<file path="src/cpx_pkg.sv">
// package: opcodes, modes and carriers for the pc/sp corner-case execute stage
package cpx_pkg;

  localparam int unsigned ADDR_W = 20;
  localparam int unsigned WORD_W = 16;

  // encoding lengths in bytes, push size in bytes and pc/sp reset values
  localparam logic [19:0] LEN_ADDR_IMM = 20'h00004;
  localparam logic [19:0] LEN_BIT_IND = 20'h00002;
  localparam logic [19:0] LEN_MOV_IMM = 20'h00004;
  localparam logic [19:0] LEN_EXT_IMM = 20'h00006;
  localparam logic [19:0] LEN_CALL_REG = 20'h00002;
  localparam logic [19:0] LEN_CALL_IDX = 20'h00004;
  localparam logic [19:0] LEN_PUSH = 20'h00002;
  localparam logic [19:0] LEN_JUMP = 20'h00002;
  localparam logic [19:0] LEN_ROT = 20'h00002;
  localparam logic [19:0] PUSH_20BIT_BYTES = 20'h00004;
  localparam logic [19:0] SP_RESET = 20'h00000;
  localparam logic [19:0] PC_RESET = 20'h00000;

  // status flag positions and reset value
  localparam int unsigned FLAG_C = 0;
  localparam int unsigned FLAG_Z = 1;
  localparam int unsigned FLAG_N = 2;
  localparam int unsigned FLAG_V = 8;
  localparam logic [15:0] FLAGS_RESET = 16'h0000;

  typedef enum logic [3:0] {
    OP_NOP = 4'h0,
    OP_ADDR_ADD = 4'h1,
    OP_ADDR_SUB = 4'h2,
    OP_ADDR_COMPARE = 4'h3,
    OP_EXT_ADD = 4'h4,
    OP_EXT_SUB = 4'h5,
    OP_EXT_COMPARE = 4'h6,
    OP_MOV_IMM = 4'h7,
    OP_PUSH_20BIT = 4'h8,
    OP_CALL_20BIT = 4'h9,
    OP_CALL_20BIT_IDX = 4'ha,
    OP_COND_JUMP = 4'hb,
    OP_ROTATE = 4'hc,
    OP_BIT_TEST = 4'hd
  } cpx_op_t;

  typedef enum logic [2:0] {
    MODE_REG = 3'h0,
    MODE_IMM = 3'h1,
    MODE_ABS = 3'h2,
    MODE_SYM = 3'h3,
    MODE_IDX = 3'h4,
    MODE_IND = 3'h5,
    MODE_INC = 3'h6
  } cpx_mode_t;

  typedef enum logic [2:0] {
    JC_ZERO = 3'h0,
    JC_NONZERO = 3'h1,
    JC_CARRY = 3'h2,
    JC_NO_CARRY = 3'h3,
    JC_NEGATIVE = 3'h4,
    JC_GREATER_EQUAL = 3'h5,
    JC_LESS = 3'h6
  } cpx_cond_t;

  typedef enum logic [1:0] {
    ROT_RRC = 2'h0,
    ROT_RRA = 2'h1,
    ROT_RLA = 2'h2,
    ROT_RRU = 2'h3
  } cpx_rot_t;

  typedef enum logic [3:0] {
    REG_PC = 4'h0,
    REG_SP = 4'h1,
    REG_SR = 4'h2
  } cpx_reg_t;

  // decoded instruction presented by fetch
  typedef struct packed {
    cpx_op_t op;
    cpx_mode_t mode;
    cpx_reg_t dst;
    cpx_reg_t src;
    cpx_cond_t cond;
    cpx_rot_t rot;
    logic [19:0] imm;
    logic [19:0] src_val;
  } cpx_instr_t;

  // stack memory request
  typedef struct packed {
    logic rd;
    logic wr;
    logic [19:0] addr;
    logic [19:0] wdata;
  } cpx_stack_req_t;

  // trace record
  typedef struct packed {
    logic [19:0] pc;
    cpx_op_t op;
  } cpx_trace_t;

endpackage

</file>
<file path="src/cpx_alu.sv">
// address alu: add, subtract, compare and rotate on 20-bit values with flags
module cpx_alu
  (
    // operation
    input wire cpx_pkg::cpx_op_t op_in,
    input wire cpx_pkg::cpx_rot_t rot_in,
    input wire logic carry_in,
    // operands
    input wire logic [19:0] a_in,
    input wire logic [19:0] b_in,
    // results
    output logic [19:0] result_out,
    output logic write_out,
    output logic [3:0] flags_out
  );

  logic [20:0] sum;
  logic [20:0] diff;

  always_comb
  begin
    sum = {1'b0, a_in} + {1'b0, b_in};
    diff = {1'b0, a_in} + {1'b0, ~b_in} + 21'h000001;
    result_out = a_in;
    write_out = 1'b0;
    flags_out = 4'h0;
    unique case (op_in)
      cpx_pkg::OP_ADDR_ADD, cpx_pkg::OP_EXT_ADD:
      begin
        result_out = sum[19:0];
        write_out = 1'b1;
        flags_out = {(a_in[19] == b_in[19]) && (sum[19] != a_in[19]), sum[19], sum[19:0] == 20'h00000, sum[20]};
      end
      cpx_pkg::OP_ADDR_SUB, cpx_pkg::OP_EXT_SUB, cpx_pkg::OP_ADDR_COMPARE, cpx_pkg::OP_EXT_COMPARE:
      begin
        result_out = diff[19:0];
        write_out = (op_in == cpx_pkg::OP_ADDR_SUB) || (op_in == cpx_pkg::OP_EXT_SUB);
        flags_out = {(a_in[19] != b_in[19]) && (diff[19] != a_in[19]), diff[19], diff[19:0] == 20'h00000,
                     diff[20]};
      end
      cpx_pkg::OP_ROTATE:
      begin
        write_out = 1'b1;
        unique case (rot_in)
          cpx_pkg::ROT_RRC: result_out = {carry_in, a_in[19:1]};
          cpx_pkg::ROT_RRA: result_out = {a_in[19], a_in[19:1]};
          cpx_pkg::ROT_RLA: result_out = {a_in[18:0], 1'b0};
          cpx_pkg::ROT_RRU: result_out = {1'b0, a_in[19:1]};
        endcase
        flags_out = {1'b0, result_out[19], result_out == 20'h00000,
                     (rot_in == cpx_pkg::ROT_RLA) ? a_in[19] : a_in[0]};
      end
      cpx_pkg::OP_BIT_TEST:
      begin
        result_out = a_in & b_in;
        flags_out = {1'b0, result_out[19], result_out == 20'h00000, result_out != 20'h00000};
      end
      default:
      begin
        result_out = a_in;
      end
    endcase
  end

endmodule

</file>
<file path="src/cpx_exec.sv">
// execute stage with corrected program counter and stack pointer corner cases
// Behaviour
// - address arithmetic immediate on pc counts four bytes
// - immediate move to pc keeps normal accounting
// - extended add/sub/compare use correct pc
// - push 20-bit of sp auto-increment lowers sp four
// - call with pc target saves correct return
// - indexed sp call sign-extends index to 20 bits
// - indexed sp call independent of preceding push mode
// - untaken jump then pc rotate keeps running
// - indirect bit test on pc counts two bytes
// - loop exit traces the fall-through instruction
// - execution follows true flow, trace aside
module cpx_exec
  (
    // clock and reset
    input wire logic ref_clk_in,
    input wire logic reset_n_in,
    // decoded instruction from fetch
    input wire logic instr_valid_in,
    input wire cpx_pkg::cpx_instr_t instr_in,
    output logic instr_ready_out,
    // stack memory
    output cpx_pkg::cpx_stack_req_t stack_req_out,
    input wire logic [19:0] stack_rdata_in,
    input wire logic stack_ack_in,
    // program flow
    output logic [19:0] pc_out,
    output logic [19:0] sp_out,
    output logic [15:0] status_flags_reg_out,
    output logic halted_out,
    // debug trace
    output logic trace_valid_out,
    output cpx_pkg::cpx_trace_t trace_out
  );

  typedef enum logic [1:0] {
    ST_EXEC = 2'b00,
    ST_STACK = 2'b01,
    ST_READ = 2'b10
  } cpx_state_t;

  ////////////////////////////////////////////////////////////////////////////////
  // state

  cpx_state_t state_q;
  cpx_state_t state_d;
  logic [19:0] pc_q;
  logic [19:0] pc_d;
  logic [19:0] sp_q;
  logic [19:0] sp_d;
  logic [15:0] flags_q;
  logic [15:0] flags_d;
  cpx_pkg::cpx_stack_req_t req_q;
  cpx_pkg::cpx_stack_req_t req_d;
  logic [19:0] target_q;
  logic [19:0] target_d;
  logic trace_valid_q;
  cpx_pkg::cpx_trace_t trace_q;

  ////////////////////////////////////////////////////////////////////////////////
  // operand preparation

  logic [19:0] len;
  logic [19:0] pc_operand;
  logic [19:0] next_pc;
  logic [19:0] alu_a;
  logic [19:0] alu_b;
  logic [19:0] alu_res;
  logic alu_wr;
  logic [3:0] alu_flags;
  logic jump_taken;
  logic [19:0] idx_ext;
  logic take;

  assign take = instr_valid_in && (state_q == ST_EXEC);

  always_comb
  begin
    unique case (instr_in.op)
      cpx_pkg::OP_ADDR_ADD, cpx_pkg::OP_ADDR_SUB, cpx_pkg::OP_ADDR_COMPARE: len = cpx_pkg::LEN_ADDR_IMM;
      cpx_pkg::OP_EXT_ADD, cpx_pkg::OP_EXT_SUB, cpx_pkg::OP_EXT_COMPARE: len = cpx_pkg::LEN_EXT_IMM;
      cpx_pkg::OP_MOV_IMM: len = cpx_pkg::LEN_MOV_IMM;
      cpx_pkg::OP_PUSH_20BIT: len = cpx_pkg::LEN_PUSH;
      cpx_pkg::OP_CALL_20BIT: len = cpx_pkg::LEN_CALL_REG;
      cpx_pkg::OP_CALL_20BIT_IDX: len = cpx_pkg::LEN_CALL_IDX;
      cpx_pkg::OP_COND_JUMP: len = cpx_pkg::LEN_JUMP;
      cpx_pkg::OP_ROTATE: len = cpx_pkg::LEN_ROT;
      cpx_pkg::OP_BIT_TEST: len = cpx_pkg::LEN_BIT_IND;
      default: len = cpx_pkg::LEN_ROT;
    endcase
  end

  // pc as operand always reflects the whole encoding, never a partial count
  assign pc_operand = pc_q + len;
  assign next_pc = pc_q + len;

  // index sign-extended from 16 bits; no dependency on earlier push state
  assign idx_ext = {{4{instr_in.imm[15]}}, instr_in.imm[15:0]};

  always_comb
  begin
    unique case (instr_in.cond)
      cpx_pkg::JC_ZERO: jump_taken = flags_q[cpx_pkg::FLAG_Z];
      cpx_pkg::JC_NONZERO: jump_taken = !flags_q[cpx_pkg::FLAG_Z];
      cpx_pkg::JC_CARRY: jump_taken = flags_q[cpx_pkg::FLAG_C];
      cpx_pkg::JC_NO_CARRY: jump_taken = !flags_q[cpx_pkg::FLAG_C];
      cpx_pkg::JC_NEGATIVE: jump_taken = flags_q[cpx_pkg::FLAG_N];
      cpx_pkg::JC_GREATER_EQUAL: jump_taken = flags_q[cpx_pkg::FLAG_N] == flags_q[cpx_pkg::FLAG_V];
      cpx_pkg::JC_LESS: jump_taken = flags_q[cpx_pkg::FLAG_N] != flags_q[cpx_pkg::FLAG_V];
      default: jump_taken = 1'b0;
    endcase
  end

  always_comb
  begin
    alu_a = (instr_in.dst == cpx_pkg::REG_PC) ? pc_operand : instr_in.src_val;
    alu_b = instr_in.imm;
    if (instr_in.op == cpx_pkg::OP_BIT_TEST)
    begin
      alu_b = instr_in.src_val;
    end
  end

  cpx_alu u_alu
  (
    .op_in(instr_in.op),
    .rot_in(instr_in.rot),
    .carry_in(flags_q[cpx_pkg::FLAG_C]),
    .a_in(alu_a),
    .b_in(alu_b),
    .result_out(alu_res),
    .write_out(alu_wr),
    .flags_out(alu_flags)
  );

  ////////////////////////////////////////////////////////////////////////////////
  // next-state decode

  always_comb
  begin
    state_d = state_q;
    pc_d = pc_q;
    sp_d = sp_q;
    flags_d = flags_q;
    req_d = req_q;
    target_d = target_q;
    unique case (state_q)
      ST_EXEC:
      begin
        if (instr_valid_in)
        begin
          pc_d = next_pc;
          unique case (instr_in.op)
            cpx_pkg::OP_ADDR_ADD, cpx_pkg::OP_ADDR_SUB, cpx_pkg::OP_ADDR_COMPARE,
            cpx_pkg::OP_EXT_ADD, cpx_pkg::OP_EXT_SUB, cpx_pkg::OP_EXT_COMPARE:
            begin
              flags_d[cpx_pkg::FLAG_C] = alu_flags[0];
              flags_d[cpx_pkg::FLAG_Z] = alu_flags[1];
              flags_d[cpx_pkg::FLAG_N] = alu_flags[2];
              flags_d[cpx_pkg::FLAG_V] = alu_flags[3];
              if (alu_wr && (instr_in.dst == cpx_pkg::REG_PC))
              begin
                pc_d = alu_res;
              end
              else if (alu_wr && (instr_in.dst == cpx_pkg::REG_SP))
              begin
                sp_d = alu_res;
              end
            end
            cpx_pkg::OP_MOV_IMM:
            begin
              if (instr_in.dst == cpx_pkg::REG_PC)
              begin
                pc_d = instr_in.imm;
              end
              else if (instr_in.dst == cpx_pkg::REG_SP)
              begin
                sp_d = instr_in.imm;
              end
            end
            cpx_pkg::OP_PUSH_20BIT:
            begin
              // sp source with auto-increment: pushed word is the old top, sp only drops by four
              sp_d = sp_q - cpx_pkg::PUSH_20BIT_BYTES;
              req_d = '{rd: 1'b0, wr: 1'b1, addr: sp_q - cpx_pkg::PUSH_20BIT_BYTES, wdata: instr_in.src_val};
              // resume after the push itself, whatever word was pushed
              target_d = next_pc;
              state_d = ST_STACK;
            end
            cpx_pkg::OP_CALL_20BIT:
            begin
              // return address is the instruction after the call, pc target or not
              sp_d = sp_q - cpx_pkg::PUSH_20BIT_BYTES;
              req_d = '{rd: 1'b0, wr: 1'b1, addr: sp_q - cpx_pkg::PUSH_20BIT_BYTES, wdata: next_pc};
              target_d = (instr_in.src == cpx_pkg::REG_PC) ? pc_operand : instr_in.src_val;
              state_d = ST_STACK;
            end
            cpx_pkg::OP_CALL_20BIT_IDX:
            begin
              // target is read from memory at sp plus the signed index, before sp moves
              sp_d = sp_q - cpx_pkg::PUSH_20BIT_BYTES;
              req_d = '{rd: 1'b1, wr: 1'b0, addr: sp_q + idx_ext, wdata: next_pc};
              state_d = ST_READ;
            end
            cpx_pkg::OP_COND_JUMP:
            begin
              // untaken: plain fall-through, the following word is not skipped
              pc_d = jump_taken ? (next_pc + {instr_in.imm[18:0], 1'b0}) : next_pc;
            end
            cpx_pkg::OP_ROTATE:
            begin
              flags_d[cpx_pkg::FLAG_C] = alu_flags[0];
              flags_d[cpx_pkg::FLAG_Z] = alu_flags[1];
              flags_d[cpx_pkg::FLAG_N] = alu_flags[2];
              if (instr_in.dst == cpx_pkg::REG_PC)
              begin
                pc_d = alu_res;
              end
            end
            cpx_pkg::OP_BIT_TEST:
            begin
              flags_d[cpx_pkg::FLAG_C] = alu_flags[0];
              flags_d[cpx_pkg::FLAG_Z] = alu_flags[1];
              flags_d[cpx_pkg::FLAG_N] = alu_flags[2];
              flags_d[cpx_pkg::FLAG_V] = 1'b0;
            end
            default:
            begin
              pc_d = next_pc;
            end
          endcase
        end
      end
      ST_READ:
      begin
        if (stack_ack_in)
        begin
          target_d = stack_rdata_in;
          req_d = '{rd: 1'b0, wr: 1'b1, addr: sp_q, wdata: req_q.wdata};
          state_d = ST_STACK;
        end
      end
      ST_STACK:
      begin
        if (stack_ack_in)
        begin
          req_d = '{rd: 1'b0, wr: 1'b0, addr: 20'h00000, wdata: 20'h00000};
          state_d = ST_EXEC;
          // a pushed word equal to pc must not redirect flow
          pc_d = target_q;
        end
      end
      default:
      begin
        state_d = ST_EXEC;
      end
    endcase
  end

  ////////////////////////////////////////////////////////////////////////////////
  // registers

  always_ff @(posedge ref_clk_in or negedge reset_n_in)
  begin
    if (!reset_n_in)
    begin
      state_q <= ST_EXEC;
      pc_q <= cpx_pkg::PC_RESET;
      sp_q <= cpx_pkg::SP_RESET;
      flags_q <= cpx_pkg::FLAGS_RESET;
      req_q <= '0;
      target_q <= 20'h00000;
    end
    else
    begin
      state_q <= state_d;
      pc_q <= pc_d;
      sp_q <= sp_d;
      flags_q <= flags_d;
      req_q <= req_d;
      target_q <= target_d;
    end
  end

  // trace records the pc actually executed, so a loop exit shows the fall-through
  always_ff @(posedge ref_clk_in or negedge reset_n_in)
  begin
    if (!reset_n_in)
    begin
      trace_valid_q <= 1'b0;
      trace_q <= '0;
    end
    else
    begin
      trace_valid_q <= take;
      if (take)
      begin
        trace_q <= '{pc: pc_q, op: instr_in.op};
      end
    end
  end

  ////////////////////////////////////////////////////////////////////////////////
  // outputs

  assign instr_ready_out = (state_q == ST_EXEC);
  assign stack_req_out = req_q;
  assign pc_out = pc_q;
  assign sp_out = sp_q;
  assign status_flags_reg_out = flags_q;
  // the corrected core has no stall-forever path
  assign halted_out = 1'b0;
  assign trace_valid_out = trace_valid_q;
  assign trace_out = trace_q;

endmodule

</file>
<file path="config.mk">
export PLATFORM = sky130hd
export DESIGN_NAME = cpx_exec
export DESIGN_NICKNAME = d
export VERILOG_FILES = /design/src/cpx_pkg.sv /design/src/cpx_alu.sv /design/src/cpx_exec.sv
export SDC_FILE = /design/constraint.sdc
export NUM_CORES = 1
export LEC_CHECK = 0
export ABC_AREA = 1
export ABC_CLOCK_PERIOD_IN_PS = 9200
export BUFFER_PORTS_ARGS = -buffer_cell sky130_fd_sc_hd__buf_2
export CAP_MARGIN = 20
export CELL_PAD_IN_SITES_DETAIL_PLACEMENT = 1
export CELL_PAD_IN_SITES_GLOBAL_PLACEMENT = 1
export CORE_UTILIZATION = 45
export CTS_BUF_LIST = sky130_fd_sc_hd__clkbuf_16
export DETAILED_ROUTE_END_ITERATION = 8
export GPL_TIMING_DRIVEN = 0
export PLACE_DENSITY = 0.86
export SYNTH_ARGS = -nofsm -noshare
export SYNTH_HDL_FRONTEND = slang
export SYNTH_SLANG_ARGS = --single-unit
</file>
<file path="constraint.sdc">
create_clock -name ref_clk_in -period 9.2 [get_ports ref_clk_in]
set_input_delay 0 -clock ref_clk_in [delete_from_list [all_inputs] [get_ports ref_clk_in]]
set_output_delay 0 -clock ref_clk_in [all_outputs]
set_load 0.02 [all_outputs]
</file>
After elaboration in Yosys (flattened, before gate mapping) --
Memories as Yosys holds them, arrays and structs flattened. Cells that the tools add are included.
Word-level totals: flip-flop bits (word level) 133, memory bits (read-only) 32, output and inout port bits 125, logic and storage cells 141, memories kept 1
Memories:
- (name not given) | depth 16, bits a word 2, rd ports 1, clocked after memory_dff 0, wr ports 0, line cpx_exec.sv:80 | unique case (instr_in.op)
Operators by class: add/subtract/negate cells 7, equal/unequal tests 41, multiplexer cells 38, bitwise operators 3, reductions and logical operators 38
Operator list (number):
- 20-bit 2-to-1 mux | 16
- 42-bit one-hot mux with 3 select lines | 2
- 20-bit one-hot mux with 4 select lines | 3
- 42-bit 2-to-1 mux | 3
- 20-bit one-hot mux with 2 select lines | 3
- 20-bit zero test | 4
- 20-bit adder | 3
- 20-bit one-hot mux with 3 select lines | 1
- 20-bit by 20-bit adder with 21-bit output | 2
- 4-bit equality test, second input constant | 6
- 21-bit by 1-bit adder with 21-bit output, second input constant | 1
- 20-bit AND | 1
- 20-bit inverter | 1
- 20-bit nonzero test | 1
- 20-bit by 3-bit subtractor with 20-bit output, second input constant | 1
- 4-bit by 3-bit equality test with 1-bit output, second input constant | 4
- 4-bit one-hot mux with 4 select lines | 1
- 2-bit != test, second input constant | 7
- 5-bit AND reduction | 2
- 3-bit equality test, second input constant | 3
- 3-bit AND reduction | 3
- 4-bit by 1-bit equality test with 1-bit output, second input constant | 2
- 4-bit by 2-bit equality test with 1-bit output, second input constant | 2
- 4-bit zero test | 2
- other kinds (30) | 53

Logic depth before layout (Yosys ltp) --
Gate-level depths: netlist (run 1).
depth after elaboration 10, mapped depth 38

Hierarchy --
From an unflattened synthesis (run 1), not the netlist that was laid out.
Second synthesis, totals: cell total of the unflattened synthesis 2480, area, all modules 15016.9 sq um
Modules (own cells, without submodules):
- cpx_exec | times used 1, cells an instance 1684, area an instance 10966.8 sq um
- cpx_alu | times used 1, cells an instance 796, area an instance 4050.1 sq um

Worst setup path before layout (run 1) --
No wires, ideal clock.
path kind input port to flip-flop, start point input instr_in[59] in the netlist's numbering, end point register pc_q[19] (netlist: pc_out[19]), library setup time 123 ps, arrival 3865 ps, data required time 9077 ps, slack 5212 ps, stages 31, path buffers 2, cells stage by stage inv_2 nor2_1 inv_2 nor2_1 clkbuf_1 o22ai_1 ha_1 fa_1 nand3_2 o21ai_0 and2_1 buf_2 a21boi_0 inv_1 ha_1 nor2_1 nand2_1 nor2_1 nand2_1 nand3_1 nand2_1 nand2_1 nand2_1 nand2_1 nor2_1 nor2_1 nand3_1 nand2_1 nand3_1 nand2_1 a21oi_2
On the way: cells in the longest elaborated chain, start to end 10
RTL lines:
- from (decl) | line cpx_exec.sv:21 | input wire cpx_pkg::cpx_instr_t instr_in,
- memory read 16 x 2 bit / 4-bit equality test (equally long branches)
- 20-bit adder / 20-bit 2-to-1 mux (equally long branches) | line cpx_exec.sv:95, cpx_exec.sv:96, cpx_exec.sv:119
- 20-bit 2-to-1 mux / 20-bit inverter (equally long branches) | line cpx_exec.sv:117, cpx_alu.sv:23
- 20-bit by 20-bit adder with 21-bit output / 20-bit one-hot mux with 4 select lines (equally long branches) | line cpx_alu.sv:23, cpx_alu.sv:44
- 21-bit by 1-bit adder with 21-bit output / 20-bit 2-to-1 mux (equally long branches) | line cpx_alu.sv:23, cpx_alu.sv:27
- 20-bit one-hot mux with 4 select lines | line cpx_alu.sv:27 | unique case (op_in)
- 20-bit 2-to-1 mux (on tied branches) | line cpx_exec.sv:216, cpx_exec.sv:162
- 20-bit one-hot mux with 4 select lines * | line cpx_exec.sv:154 | unique case (instr_in.op)
- 20-bit 2-to-1 mux * | line cpx_exec.sv:151 | if (instr_valid_in)
- 20-bit one-hot mux with 2 select lines * | line cpx_exec.sv:148 | unique case (state_q)
- to (signal assigned) | line cpx_exec.sv:269 | pc_q <= cpx_pkg::PC_RESET;
- to (signal assigned) | line cpx_exec.sv:278 | pc_q <= pc_d;
- to (decl) | line cpx_exec.sv:48 | logic [19:0] pc_q;
Every way passes the cells marked *; elsewhere a longest branch is shown, timed or not. The select of a mux whose other input is x is not followed. A chain may end at the register's enable or synchronous reset.

Worst setup path in the final report (run 1) --
start point input instr_in[59] in the netlist's numbering, end point register sp_q[19] (netlist: sp_out[19])
On the way: cells in the longest elaborated chain, start to end 9
RTL lines:
- memory read 16 x 2 bit / 4-bit equality test (equally long branches)
- 20-bit adder / 20-bit 2-to-1 mux (equally long branches) | line cpx_exec.sv:95, cpx_exec.sv:119
- 20-bit 2-to-1 mux / 20-bit inverter (equally long branches) | line cpx_exec.sv:117, cpx_alu.sv:23
- 20-bit by 20-bit adder with 21-bit output / 20-bit one-hot mux with 4 select lines (equally long branches) | line cpx_alu.sv:23, cpx_alu.sv:44
- 21-bit by 1-bit adder with 21-bit output / 20-bit 2-to-1 mux (equally long branches) | line cpx_alu.sv:23, cpx_alu.sv:27
- 20-bit one-hot mux with 4 select lines | line cpx_alu.sv:27
- 20-bit 2-to-1 mux | line cpx_exec.sv:166 | else if (alu_wr && (instr_in.dst == cpx_pkg::REG_SP))
- 20-bit 2-to-1 mux | line cpx_exec.sv:162 | if (alu_wr && (instr_in.dst == cpx_pkg::REG_PC))
- 20-bit one-hot mux with 3 select lines | line cpx_exec.sv:154
- to (signal assigned) | line cpx_exec.sv:270 | sp_q <= cpx_pkg::SP_RESET;
- to (signal assigned) | line cpx_exec.sv:279 | sp_q <= sp_d;
- to (decl) | line cpx_exec.sv:50 | logic [19:0] sp_q;
Parallel ways exist; a longest one is shown, timed or not. The select of a mux whose other input is x is not followed.

==> results of run 1 <==
power groups by stage:
stage | Clock (µW) | Sequential, µW | Combinational, µW
2_1_floorplan | 0 | 1340 | 1980
3_3_place_gp | 0 | 1130 | 3330
3_5_place_dp | 0 | 1140 | 3470
4_1_cts | 701 | 1140 | 3520
5_1_grt | 732 | 1190 | 3940
6_report | 720 | 1170 | 3730
final timing paths:
check	endpoint	slack [ps]	cells past startpoint
hold reg to reg	trace_out[3]$_DFFE_PN0P_	480	2
hold / removal	target_q[0]$_DFFE_PN0P_	20	5
max in group asynchronous	stack_req_out[8]$_DFFE_PN0P_	8240	3
setup reg to reg	sp_out[19]$_DFFE_PN0P_	4010	23
min in group asynchronous	stack_req_out[36]$_DFFE_PN0P_	40	2
setup / recovery	sp_out[19]$_DFFE_PN0P_	2570	32
kinds of logic after synthesis:
group                      count (synthesis)  share of synthesized area (%)
and+or+nand+nor                         1197                           34.1
adders and majority gates                 90                           7.77
AOI/OAI and AO/OA                        570                           21.9
DFF                                      133                           22.2
xor gates and xnor gates                  46                           2.69
buffers and inverters                    422                           11.2
other                                      1                         0.0250
cell usage in the layout, fill, tap and decap left out, types with 39 or more instances in the layout:
cell / instances
sky130_fd_sc_hd__nand3_1: 191
sky130_fd_sc_hd__dlygate4sd3_1: 39
sky130_fd_sc_hd__clkbuf_1: 59
sky130_fd_sc_hd__a21oi_1: 201
sky130_fd_sc_hd__o21ai_0: 177
sky130_fd_sc_hd__buf_2: 217
sky130_fd_sc_hd__ha_1: 85
sky130_fd_sc_hd__dfrtp_1: 133
sky130_fd_sc_hd__nand4_1: 43
sky130_fd_sc_hd__inv_1: 288
sky130_fd_sc_hd__nor2_1: 233
sky130_fd_sc_hd__nand2_1: 647
synth_stat cells (3+ instances only):
| cell | n | area (µm²) |
|---|---|---|
| sky130_fd_sc_hd__a211oi_1 | 10 | 75.1 |
| sky130_fd_sc_hd__a21boi_0 | 3 | 22.5 |
| sky130_fd_sc_hd__a21boi_1 | 3 | 22.5 |
| sky130_fd_sc_hd__a21o_1 | 4 | 30.0 |
| sky130_fd_sc_hd__a21oi_1 | 201 | 1010 |
| sky130_fd_sc_hd__a21oi_2 | 3 | 26.3 |
| sky130_fd_sc_hd__a221oi_1 | 3 | 26.3 |
| sky130_fd_sc_hd__a22oi_1 | 18 | 135 |
| sky130_fd_sc_hd__a2bb2oi_1 | 14 | 123 |
| sky130_fd_sc_hd__a31oi_1 | 13 | 81.3 |
| sky130_fd_sc_hd__and2_1 | 4 | 25.0 |
| sky130_fd_sc_hd__buf_1 | 3 | 11.3 |
| sky130_fd_sc_hd__buf_2 | 25 | 125 |
| sky130_fd_sc_hd__buf_4 | 16 | 120 |
| sky130_fd_sc_hd__clkbuf_1 | 59 | 221 |
| sky130_fd_sc_hd__clkinv_1 | 5 | 18.8 |
| sky130_fd_sc_hd__dfrtp_1 | 133 | 3330 |
| sky130_fd_sc_hd__fa_1 | 5 | 100 |
| sky130_fd_sc_hd__ha_1 | 85 | 1060 |
| sky130_fd_sc_hd__inv_1 | 288 | 1080 |
| sky130_fd_sc_hd__inv_2 | 24 | 90.1 |
| sky130_fd_sc_hd__nand2_1 | 647 | 2430 |
| sky130_fd_sc_hd__nand2_2 | 7 | 43.8 |
| sky130_fd_sc_hd__nand3_1 | 191 | 956 |
| sky130_fd_sc_hd__nand3b_1 | 11 | 82.6 |
| sky130_fd_sc_hd__nand4_1 | 43 | 269 |
| sky130_fd_sc_hd__nor2_1 | 233 | 875 |
| sky130_fd_sc_hd__nor2_2 | 10 | 62.6 |
| sky130_fd_sc_hd__nor2_4 | 6 | 67.6 |
| sky130_fd_sc_hd__nor3_1 | 18 | 90.1 |
| sky130_fd_sc_hd__nor4_1 | 8 | 50.1 |
| sky130_fd_sc_hd__o2111ai_1 | 5 | 43.8 |
| sky130_fd_sc_hd__o211ai_1 | 29 | 218 |
| sky130_fd_sc_hd__o21a_1 | 3 | 22.5 |
| sky130_fd_sc_hd__o21ai_0 | 177 | 886 |
| sky130_fd_sc_hd__o21ai_1 | 21 | 105 |
| sky130_fd_sc_hd__o21ai_2 | 3 | 26.3 |
| sky130_fd_sc_hd__o21bai_1 | 9 | 67.6 |
| sky130_fd_sc_hd__o221ai_1 | 3 | 26.3 |
| sky130_fd_sc_hd__o22ai_1 | 35 | 219 |
| sky130_fd_sc_hd__o2bb2ai_1 | 6 | 52.6 |
| sky130_fd_sc_hd__or2_2 | 8 | 50.1 |
| sky130_fd_sc_hd__xnor2_1 | 13 | 114 |
| sky130_fd_sc_hd__xor2_1 | 33 | 289 |
cell type report:
type	count	area, µm²	area share [%]
sequential	133	3330	19.0
clock inverter	13	136	0.778
multi-input combinational	1916	10000	57.1
buffer	104	489	2.79
inverter	318	1200	6.82
timing repair buffer	233	1390	7.93
clock buffer	17	425	2.43
tap	442	553	3.15
timing repair:
item	4_1_cts	5_1_grt
hold buffers	39	0
endpoints found under the hold margin	156	0
setup buffers	0	0
metrics by stage:
stage / power (µW) / hold WS [ps] / cells / cell area, µm²
finish: 5620 / 18.2 / 3176 / 17500
global route: 5860 / 20.6 / 3176 / 17500
CTS: 5360 / 1.28 / 3176 / 17500
detailed placement: 4610 / -31.6 / 3107 / 16600
global placement: 4460 / 270 / 3105 / 16500
floorplan: 3320 / -296 / 2471 / 15000
worst register-to-register path: cells and delay by family (launching register included):
| kind | cells | cell delay (ps) |
|---|---|---|
| AND/OR/NAND/NOR | 16 | 2510 |
| AO/OA/AOI/OAI | 4 | 1310 |
| adder cells (fa/ha/maj) | 2 | 620 |
| flip-flops | 1 | 440 |
| buffers and inverters | 1 | 180 |
layer usage:
| layer | wire length [µm] | vias up | global-route usage (%) | part of all wire (%) |
|---|---|---|---|---|
| met3 | 9400 | 373 | 13.5 | 11 |
| met5 | 99 | - | 2.07 | 0.12 |
| met1 | 32300 | 9799 | 59.7 | 39 |
| met4 | 5620 | 6 | 30.4 | 6.7 |
| met2 | 36400 | 1341 | 75.1 | 43 |
| li1 | - | 8676 | - | - |
flip-flops by register name, indices dropped and copies added (netlist names):
name and cells:
sp_out 20, trace_valid_out 1, target_q 20, pc_out 20
state_q 2, status_flags_reg_out 4, trace_out 24, stack_req_out 42
==> flow_summary_export.csv, run 1 <==
group,metric,value,unit
outcome,status,"complete, no violations",
critical_path,timing.setup.critical_path_class,"primary input to flop",
route,routed_wl,83800,µm
place,port_buffers,192,
place,post_detail_place_hpwl,64700,µm
route,post_drt_via_cell_ratio,6.36,
sta,finClkSkew,31.1,ps
sta,achievable-frequency,0.151,GHz
floorplan,core_rows,66,
critical_path,critical_path.startpoint_type,"primary input",
cts,register_clock_pin_slew_on_the_reported_worst_setup_and_hold_paths,70,ps
logic_synthesis,yosys_warnings,0,
final_layout,area_delta_synth_final,17.0,%
route,drt_first_pass_iters,5,
grt,wire_length_of_the_first_global_routing_pass,122000,µm
min_path,worst_hold_path_type,"primary input to flop",
pwr,clkPwrFrac,12.8,%
floorplan,initial_utilization,45.9,%
final_layout,num-fill-cells,4591,
pwr,vdd.ir_drop.worst,0.000192,V
sta,report.final.slew_viol_count,0,
grt,grt-ovfl-total,0,
logic_synthesis,asyncSetResetFlopFracSynth,100,%
sta,worst-slew-pin-transition,1180,ps
cts,clock-sinks,133,
grt,antenna_found_initial,2,
sta,setup_viol_count_final,0,
sta,totalNegativeSetupSlack,0,ps
route,post_route_antenna_net_violation_count,0,
floorplan,die-area,34000,µm²
sta,timing.final.crit_period,6630,ps
logic_synthesis,syn_area,15000,µm²
pwr,internal_power,2350,µW
pwr,p_per_area,321,nW/µm²
pwr,p_sw_share,58.2,%
critical_path,crit_path_slowest_cell,"sky130_fd_sc_hd__dlygate4sd3_1",
sta,fin_ws,2570,ps
place,pre_cts_slack,3010,ps
floorplan,top_level_ports,209,
pwr,power.leakage,0.00901,µW
logic_synthesis,synth.yosys.seq_area_share,22.2,%
run,max-cap-violations,0,
final_layout,finalCoreUtilization,53.8,%
sta,slew_headroom,20.5,%
critical_path,critical-path-max-stage-delay,530,ps
cts,cts_root_buffer,"sky130_fd_sc_hd__clkbuf_16",
place,routabilityCongestion,1.06,
route,drt_iter0_drc,2301,
pwr,power.share.sequential,20.9,%
logic_synthesis,postSynthRegisterBits,133,
floorplan,floorplan.core_area,32600,µm²
sta,min_period_over_period,72.1,%
pwr,netSwitchingPower,3270,µW
floorplan,floorplan.die.height,184,µm
critical_path,critPathMaxFanout,10,
sta,report.final.hold_viol_count,0,
final_layout,antenna_cells,0,
grt,grt_start_max_net_pins,92,
floorplan,dieWidth,184,µm
route,wire_per_inst,26.4,µm
final_layout,drive_gt1_share,12.3,%
cts,htree_levels,4,
cts,clockBufferDepth,2,
critical_path,worstPathArrival,6960,ps
critical_path,timing.critical_path.mode_cell,"sky130_fd_sc_hd__nand2_1",
critical_path,timing.rr.start,"pc_out[2]$_DFFE_PN0P_",
critical_path,worst-path-buf-inv,7,
min_path,worstHoldStart,"instr_in[0]",
cts,cts_made_buffers,17,
critical_path,crit_path_start,"instr_in[59]",
route,dr_total_vias,20200,
grt,grtUsageTotal,48.7,%
logic_synthesis,synth_ff_type,"sky130_fd_sc_hd__dfrtp_1",
logic_synthesis,syn_area_per_cell,6.09,µm²
cts,cts_tree,"built",
logic_synthesis,synth_cell_types,62,
cts,clk_latency,490,ps
cts,cts_repair_resize_count,0,
critical_path,crit_path_end_kind,"flop",
sta,rsz0062_at_grt,"false",
grt,number_of_global_route_vias_before_repair,20000,
route,post-route-drc-count,0,
critical_path,worst-endpoint-required,9530,ps
critical_path,path_delay_family,"simple AND/OR/NAND/NOR gates",
logic_synthesis,syn_inst,2459,
logic_synthesis,number_of_flops_mapped_to_enable_cells_by_yosys,0,
pwr,p_comb_share,66.3,%
final_layout,num-nets-final,2897,
Power figures use the tool's default switching activity.
==> run 2, diff against run 1 <==
==> config.mk (replaced) <==
export PLATFORM = sky130hd
export DESIGN_NAME = cpx_exec
export DESIGN_NICKNAME = d
export VERILOG_FILES = /design/src/cpx_pkg.sv /design/src/cpx_alu.sv /design/src/cpx_exec.sv
export SDC_FILE = /design/constraint.sdc
export NUM_CORES = 1
export LEC_CHECK = 0
export ABC_AREA = 0
export ABC_CLOCK_PERIOD_IN_PS = 6600
export BUFFER_PORTS_ARGS = -buffer_cell sky130_fd_sc_hd__buf_2
export CAP_MARGIN = 20
export CELL_PAD_IN_SITES_DETAIL_PLACEMENT = 1
export CELL_PAD_IN_SITES_GLOBAL_PLACEMENT = 1
export CORE_UTILIZATION = 43
export CTS_BUF_LIST = sky130_fd_sc_hd__clkbuf_16
export DETAILED_ROUTE_END_ITERATION = 8
export GPL_TIMING_DRIVEN = 0
export PLACE_DENSITY = 0.79
export SYNTH_ARGS = -nofsm -noshare
export SYNTH_HDL_FRONTEND = slang
export SYNTH_SLANG_ARGS = --single-unit
==> constraint.sdc (replaced) <==
create_clock -name ref_clk_in -period 6.6 [get_ports ref_clk_in]
set_input_delay 0 -clock ref_clk_in [delete_from_list [all_inputs] [get_ports ref_clk_in]]
set_output_delay 0 -clock ref_clk_in [all_outputs]
set_load 0.02 [all_outputs]
==> run 2 against run 1 <==
  * Global-route usage is 8.1 points lower
  * Sequential cell count stayed put
  * Critical endpoint is now status_flags_reg_out[1]$_DFFE_PN0P_
  * Largest cell class unchanged
  * Count of clock-buffer cells in the layout stayed put
  * Critical path type unchanged
  * Highest routed layer is now met4
==> flow_summary_export.csv, run 2 <==
group,metric,value,unit
outcome,status,"complete, no violations",
critical_path,worstPathCellList,"buf_2, clkbuf_1, clkbuf_1, nor2b_1, a21oi_1, ha_1, fa_1, and2_1, and2_1, nand4_1, xor2_1, o21ai_4, ha_1, buf_6, and2_1, a21oi_1, nand4_1, or4_1, nor4_1, nand4_1, a2111oi_1, o32a_1",
logic_synthesis,synth_largest_area_cell,"sky130_fd_sc_hd__dfrtp_1",
logic_synthesis,ys_top_cells_by_area,"sky130_fd_sc_hd__dfrtp_1 (24%), sky130_fd_sc_hd__nand2_1 (8.8%), sky130_fd_sc_hd__ha_1 (7.7%)",
logic_synthesis,syn_inst,1830,
floorplan,floorplan.die.height,181,µm
sta,report.final.slew_viol_count,0,
grt,grt-ovfl-total,0,
final_layout,largest_reg_flops,42,
place,port_buffers,192,
sta,timing.final.crit_period,6230,ps
critical_path,path_delay_family,"simple AND/OR/NAND/NOR gates",
logic_synthesis,netlist_top_cells_count,"sky130_fd_sc_hd__nand2_1 (321), sky130_fd_sc_hd__nor2_1 (186), sky130_fd_sc_hd__a21oi_1 (153)",
cts,cts_made_buffers,17,
final_layout,layout.cells.most_common,"sky130_fd_sc_hd__nand2_1",
route,dr_total_vias,16000,
pwr,vdd.ir_drop.worst,0.000232,V
critical_path,timing.setup.critical_path_class,"primary input to flop",
cts,htree_levels,4,
critical_path,worst-path-buf-inv,4,
cts,post-cts-setup-buffers,0,
sta,finClkSkew,14.2,ps
route,drt_iter0_drc,1498,
route,drt_first_pass_iters,6,
pwr,power.leakage,0.00735,µW
sta,worst-slew-pin-transition,1270,ps
grt,grtUsageTotal,40.6,%
floorplan,dieWidth,181,µm
cts,clk_latency,460,ps
cts,cts_root_buffer,"sky130_fd_sc_hd__clkbuf_16",
final_layout,drive_gt1_share,16.0,%
final_layout,num-nets-final,2256,
critical_path,worst-endpoint-required,6990,ps
logic_synthesis,asyncSetResetFlopFracSynth,100,%
critical_path,crit_path_end_kind,"flop",
logic_synthesis,number_of_flops_mapped_to_enable_cells_by_yosys,0,
place,routabilityCongestion,1.01,
place,pre_cts_slack,133,ps
logic_synthesis,yosys_warnings,0,
floorplan,die-area,32600,µm²
grt,number_of_global_route_vias_before_repair,16400,
final_layout,area_delta_synth_final,17.8,%
logic_synthesis,yosysTopAreaCellShare,24.3,%
sta,report.final.hold_viol_count,0,
route,routed_wl,66700,µm
logic_synthesis,synth.yosys.seq_area_share,24.3,%
logic_synthesis,postSynthRegisterBits,133,
run,max-cap-violations,0,
final_layout,mostFrequentLayoutCells,"sky130_fd_sc_hd__nand2_1 (321), sky130_fd_sc_hd__buf_2 (202), sky130_fd_sc_hd__nor2_1 (186), sky130_fd_sc_hd__a21oi_1 (153), sky130_fd_sc_hd__dfrtp_1 (133)",
floorplan,core_rows,65,
sta,setup_viol_count_final,0,
sta,rsz0062_at_grt,"false",
route,wire_per_inst,26.7,µm
critical_path,path_depth,22,
cts,register_clock_pin_slew_on_the_reported_worst_setup_and_hold_paths,60,ps
grt,wire_length_of_the_first_global_routing_pass,99800,µm
cts,clock-sinks,133,
route,post_drt_via_cell_ratio,6.41,
logic_synthesis,synth_cell_types,99,
sta,achievable-frequency,0.161,GHz
critical_path,critical-path-max-stage-delay,870,ps
sta,slew_headroom,15.4,%
route,post_route_antenna_net_violation_count,0,
sta,fin_ws,371,ps
floorplan,top_level_ports,209,
route,post-route-drc-count,0,
logic_synthesis,syn_area,13700,µm²
pwr,p_per_area,440,nW/µm²
grt,antenna_found_initial,1,
floorplan,initial_utilization,43.6,%
floorplan,floorplan.core_area,31500,µm²
cts,cts_repair_resize_count,0,
final_layout,finalCoreUtilization,51.4,%
logic_synthesis,cell_with_the_most_instances_after_synthesis,"sky130_fd_sc_hd__nand2_1",
grt,grt_start_max_net_pins,97,
min_path,hold_path_depth,3,
cts,cts_tree,"built",
logic_synthesis,syn_area_per_cell,7.50,µm²
critical_path,critPathMaxFanout,10,
cts,cts_hold_buffers,23,
critical_path,crit_path_slowest_cell,"sky130_fd_sc_hd__xor2_1",
cts,clockBufferDepth,2,
logic_synthesis,synth_ff_type,"sky130_fd_sc_hd__dfrtp_1",
critical_path,rr_worst_depth,16,
place,post_detail_place_hpwl,52100,µm
critical_path,critical_path.startpoint_type,"primary input",
critical_path,worstPathArrival,6620,ps
min_path,worst_hold_path_type,"primary input to flop",
sta,min_period_over_period,94.4,%
run 2: worst paths after layout:
check	start	endpoint	slack [ps]
worst max-delay path	instr_in[59]	status_flags_reg_out[1]$_DFFE_PN0P_	370
worst min-delay path	instr_in[24]	sp_out[4]$_DFFE_PN0P_	5
worst max register to register	pc_out[1]$_DFFE_PN0P_	pc_out[15]$_DFFE_PN0P_	580
worst min register to register	trace_out[5]$_DFFE_PN0P_	trace_out[5]$_DFFE_PN0P_	470
max in group asynchronous	reset_n_in	stack_req_out[14]$_DFFE_PN0P_	5710
min in group asynchronous	reset_n_in	stack_req_out[24]$_DFFE_PN0P_	30
run 2: worst reg2reg max path: cells and delay by family, from the launching register on:
kind            cells  cell delay (ps)
xor+xnor            2             1200
flops               1              460
fa+ha+maj           3             1130
buf+inv             2              300
compound gates      8             2720
simple gates        1               90
run 2: cells by family (layout without fill, tap and decap cells):
logic type / count (synthesis) / count (layout) / share of synthesized area, %
compound gates: 574 / 574 / 28.5
xor+xnor: 95 / 95 / 6.39
fa+ha+maj: 90 / 90 / 8.48
buf+inv: 203 / 456 / 6.75
flops: 133 / 133 / 24.3
mux: 41 / 41 / 3.18
other cells: 1 / 14 / 0.0273
simple gates: 693 / 693 / 22.4
run 2: where the power goes:
group | internal (µW) | total [µW] | switching (µW)
Clock | 596 | 1020 | 428
Combinational | 1530 | 4500 | 2970
Sequential | 1190 | 1590 | 403
Total | 3310 | 7110 | 3800
run 2: per-stage QoR:
stage	total power (µW)	std cells	instance area [µm²]	TNS (ps)	hold WS, ps
3_3_place_gp	5730	2436	15200	-466	305
6_report	7110	2498	16200	0	5.07
4_1_cts	6950	2495	16100	0	3.59
2_1_floorplan	4330	1842	13800	0	-296
5_1_grt	7480	2498	16200	0	41.4
3_5_place_dp	5890	2440	15300	0	-65.3
run 2: per-layer routing:
metal | GRT usage [%] | vias to the layer above | part of all wire (%)
li1 | - | 7064 | -
met1 | 51.5 | 7913 | 41
met2 | 63.8 | 816 | 45
met3 | 6.55 | 211 | 7.2
met4 | 26.7 | 0 | 7.2
met5 | 0 | - | 0
run 2: cell type report:
type / count / area [µm²]
Timing Repair Buffer: 221 / 1270
Clock inverter: 15 / 181
Buffer: 124 / 624
Sequential cell: 133 / 3330
Antenna cell: 1 / 2.50
Clock buffer: 17 / 425
Tap cell: 402 / 503
Fill cell: 4043 / 15300
Multi-Input combinational cell: 1506 / 9530
Inverter: 79 / 302
==> run 3, diff against run 2 <==
--- a/config.mk
+++ b/config.mk
@@ -6,7 +6,7 @@
 export NUM_CORES = 1
 export LEC_CHECK = 0
 export ABC_AREA = 0
-export ABC_CLOCK_PERIOD_IN_PS = 6600
+export ABC_CLOCK_PERIOD_IN_PS = 5880
 export BUFFER_PORTS_ARGS = -buffer_cell sky130_fd_sc_hd__buf_2
 export CAP_MARGIN = 20
 export CELL_PAD_IN_SITES_DETAIL_PLACEMENT = 1
@@ -14,6 +14,7 @@
 export CORE_UTILIZATION = 43
 export CTS_BUF_LIST = sky130_fd_sc_hd__clkbuf_16
 export DETAILED_ROUTE_END_ITERATION = 8
+export GPL_ROUTABILITY_DRIVEN = 1
 export GPL_TIMING_DRIVEN = 0
 export PLACE_DENSITY = 0.79
 export SYNTH_ARGS = -nofsm -noshare
==> constraint.sdc (replaced) <==
create_clock -name ref_clk_in -period 5.88 [get_ports ref_clk_in]
set_input_delay 0 -clock ref_clk_in [delete_from_list [all_inputs] [get_ports ref_clk_in]]
set_output_delay 0 -clock ref_clk_in [all_outputs]
set_load 0.02 [all_outputs]
==> run 3 against run 2 <==
  * The flow now finishes with violations (negative hold slack)
  * Clock power up 13%
  * Cell count grew 0.12%
  * Total power increased by 14%
  * Sequential cell count unchanged
  * Register-to-register slack worse by 430 ps
  * Non-clock buffer count is 2 higher
  * Count of clock-buffer cells in the layout unchanged
  * Worst setup slack lost 240 ps
==> flow_summary_export.csv, run 3 (synthesized netlist as in run 2, its figures left out) <==
group,metric,value,unit
route,post-route-drc-count,0,
critical_path,critical-path-max-stage-delay,630,ps
critical_path,worst-r2r-setup-slack,150,ps
floorplan,dieWidth,181,µm
floorplan,die-area,32600,µm²
route,post_drt_via_cell_ratio,6.49,
run,max-cap-violations,0,
final_layout,fin_cells,2501,
pwr,vdd.ir_drop.worst,0.000261,V
final_layout,finalCoreUtilization,51.9,%
final_layout,layout.cells.most_common,"sky130_fd_sc_hd__nand2_1",
critical_path,critPathMaxFanout,10,
cts,clockBufferDepth,2,
cts,clk_latency,460,ps
pwr,p_per_area,496,nW/µm²
pwr,internal_power,3770,µW
sta,min_period_over_period,97.7,%
sta,timing.hold.ws,-3.81,ps
route,post_route_antenna_net_violation_count,0,
sta,report.final.hold_viol_count,1,
cts,cts_made_buffers,17,
route,wire_per_inst,27.0,µm
route,drt_iter0_drc,1532,
sta,timing.final.crit_period,5750,ps
pwr,clkPwrFrac,14.2,%
pwr,power.share.sequential,22.3,%
final_layout,largest_reg_flops,42,
grt,wire_length_of_the_first_global_routing_pass,100000,µm
pwr,power.leakage,0.00740,µW
grt,number_of_global_route_vias_before_repair,16400,
sta,achievable-frequency,0.174,GHz
floorplan,core_rows,65,
grt,antenna_found_initial,3,
sta,setup_viol_count_final,0,
final_layout,drive_gt1_share,16.8,%
final_layout,mostFrequentLayoutCells,"sky130_fd_sc_hd__nand2_1 (321), sky130_fd_sc_hd__buf_2 (202), sky130_fd_sc_hd__nor2_1 (186), sky130_fd_sc_hd__a21oi_1 (153), sky130_fd_sc_hd__dfrtp_1 (133)",
final_layout,num-nets-final,2258,
sta,finClkSkew,16.8,ps
grt,grt_start_max_net_pins,97,
sta,slew_headroom,32.1,%
pwr,p_comb_share,63.6,%
critical_path,path_delay_family,"compound AO/OA/AOI/OAI gates",
final_layout,area_delta_synth_final,19.0,%
floorplan,top_level_ports,209,
place,placedCellCount,2440,
outcome,violations,"negative hold slack",
pwr,netSwitchingPower,4330,µW
critical_path,worst-path-buf-inv,5,
route,routed_wl,67500,µm
min_path,worst_hold_path_type,"primary input to flop",
grt,grtUsageTotal,40.9,%
critical_path,worst-endpoint-required,6220,ps
cts,cts_tree,"built",
floorplan,floorplan.core_area,31500,µm²
floorplan,floorplan.die.height,181,µm
cts,register_clock_pin_slew_on_the_reported_worst_setup_and_hold_paths,70,ps
cts,htree_levels,4,
outcome,status,"complete, but fails checks",
sta,report.final.slew_viol_count,0,
grt,grt-ovfl-total,0,
critical_path,crit_path_start,"instr_in[58]",
sta,totalNegativeSetupSlack,0,ps
place,port_buffers,192,
sta,fin_ws,134,ps
final_layout,num-fill-cells,4034,
critical_path,timing.rr.start,"pc_out[1]$_DFFE_PN0P_",
place,pre_cts_slack,-587,ps
place,post_detail_place_hpwl,52100,µm
critical_path,crit_path_end_kind,"flop",
route,dr_total_vias,16200,
critical_path,worstPathCellList,"buf_2, buf_2, clkbuf_1, nor2_1, o22ai_1, ha_1, a21o_1, nand2_1, xor2_2, a21o_1, inv_1, ha_1, a21oi_1, o21ai_2, o21ai_2, o31a_1, xor2_1, nor2_1, a2111o_1, a2111oi_0, dlymetal6s2s_1, a21oi_1",
place,routabilityCongestion,1.01,
cts,clock-sinks,133,
route,drt_first_pass_iters,8,
critical_path,crit_path_slowest_cell,"sky130_fd_sc_hd__xor2_2",
floorplan,initial_utilization,43.6,%
min_path,worstHoldStart,"instr_in[24]",
sta,rsz0062_at_grt,"false",
cts,cts_root_buffer,"sky130_fd_sc_hd__clkbuf_16",
critical_path,timing.setup.critical_path_class,"primary input to flop",
critical_path,critical_path.startpoint_type,"primary input",
sta,worst-slew-pin-transition,1020,ps
pwr,p_sw_share,53.5,%
critical_path,worstPathArrival,6090,ps
run 3: cell count changes in the layout (fill, tap and decap cells not counted), moves of 2 or more:
cell                       delta
sky130_fd_sc_hd__clkbuf_2     +3
sky130_fd_sc_hd__xor2_1       -6
sky130_fd_sc_hd__clkbuf_1     -4
sky130_fd_sc_hd__xor2_2       +4
sky130_fd_sc_hd__buf_4        +2
sky130_fd_sc_hd__xor2_4       +2
sky130_fd_sc_hd__xnor2_4      +2
run 3: tightest hold or removal path, cell delays in order:
cell                       delay, ps
sky130_fd_sc_hd__buf_2           160
sky130_fd_sc_hd__a221oi_1        110
sky130_fd_sc_hd__o21ai_0         130
run 3: final timing paths:
path / endpoint / depth (start not counted)
max: pc_out[11]$_DFFE_PN0P_ / 22
min reg2reg: trace_out[5]$_DFFE_PN0P_ / 2
max in group asynchronous: stack_req_out[7]$_DFFE_PN0P_ / 3
min in group asynchronous: stack_req_out[24]$_DFFE_PN0P_ / 2
max reg2reg: pc_out[9]$_DFFE_PN0P_ / 16
min: sp_out[4]$_DFFE_PN0P_ / 3
run 3: final cells by class:
class	count	area, µm²	share of cell area (%)
Antenna cell	2	5.00	0.0307
Buffer	123	624	3.82
Clock buffer	17	425	2.61
Clock inverter	15	181	1.11
Inverter	79	302	1.85
Multi-Input combinational cell	1506	9650	59.1
Sequential cell	133	3330	20.4
Tap cell	402	503	3.08
Timing Repair Buffer	224	1300	7.99
run 3: through the flow:
stage | instance area (µm²) | total power [µW]
floorplan | 13800 | 4860
global placement | 15200 | 6440
detailed placement | 15300 | 6610
CTS | 16200 | 7830
global route | 16300 | 8510
finish | 16300 | 8100
run 3: repair_timing:
action,CTS,global route
hold buffers,23,0
gates resized for setup,7,15
buffers inserted,0,3
pin swaps,0,1
cloned,0,0
endpoints found under the hold margin,155,0
setup endpoints to repair,7,20
run 3: metal layers:
metal | global-route usage (%) | wire length [µm] | up-vias
li1 | - | - | 7064
met1 | 51.9 | 27000 | 7992
met2 | 64.0 | 30000 | 903
met3 | 6.57 | 5280 | 270
met4 | 28.1 | 5220 | 0
met5 | 0 | 0 | -
run 3: power by group through the flow:
stage / sequential, µW / combinational [µW] / clock (µW)
floorplan: 2050 / 2810 / 0
global placement: 1750 / 4680 / 0
detailed placement: 1770 / 4840 / 0
CTS: 1770 / 4920 / 1140
global route: 1840 / 5490 / 1180
finish: 1810 / 5150 / 1150
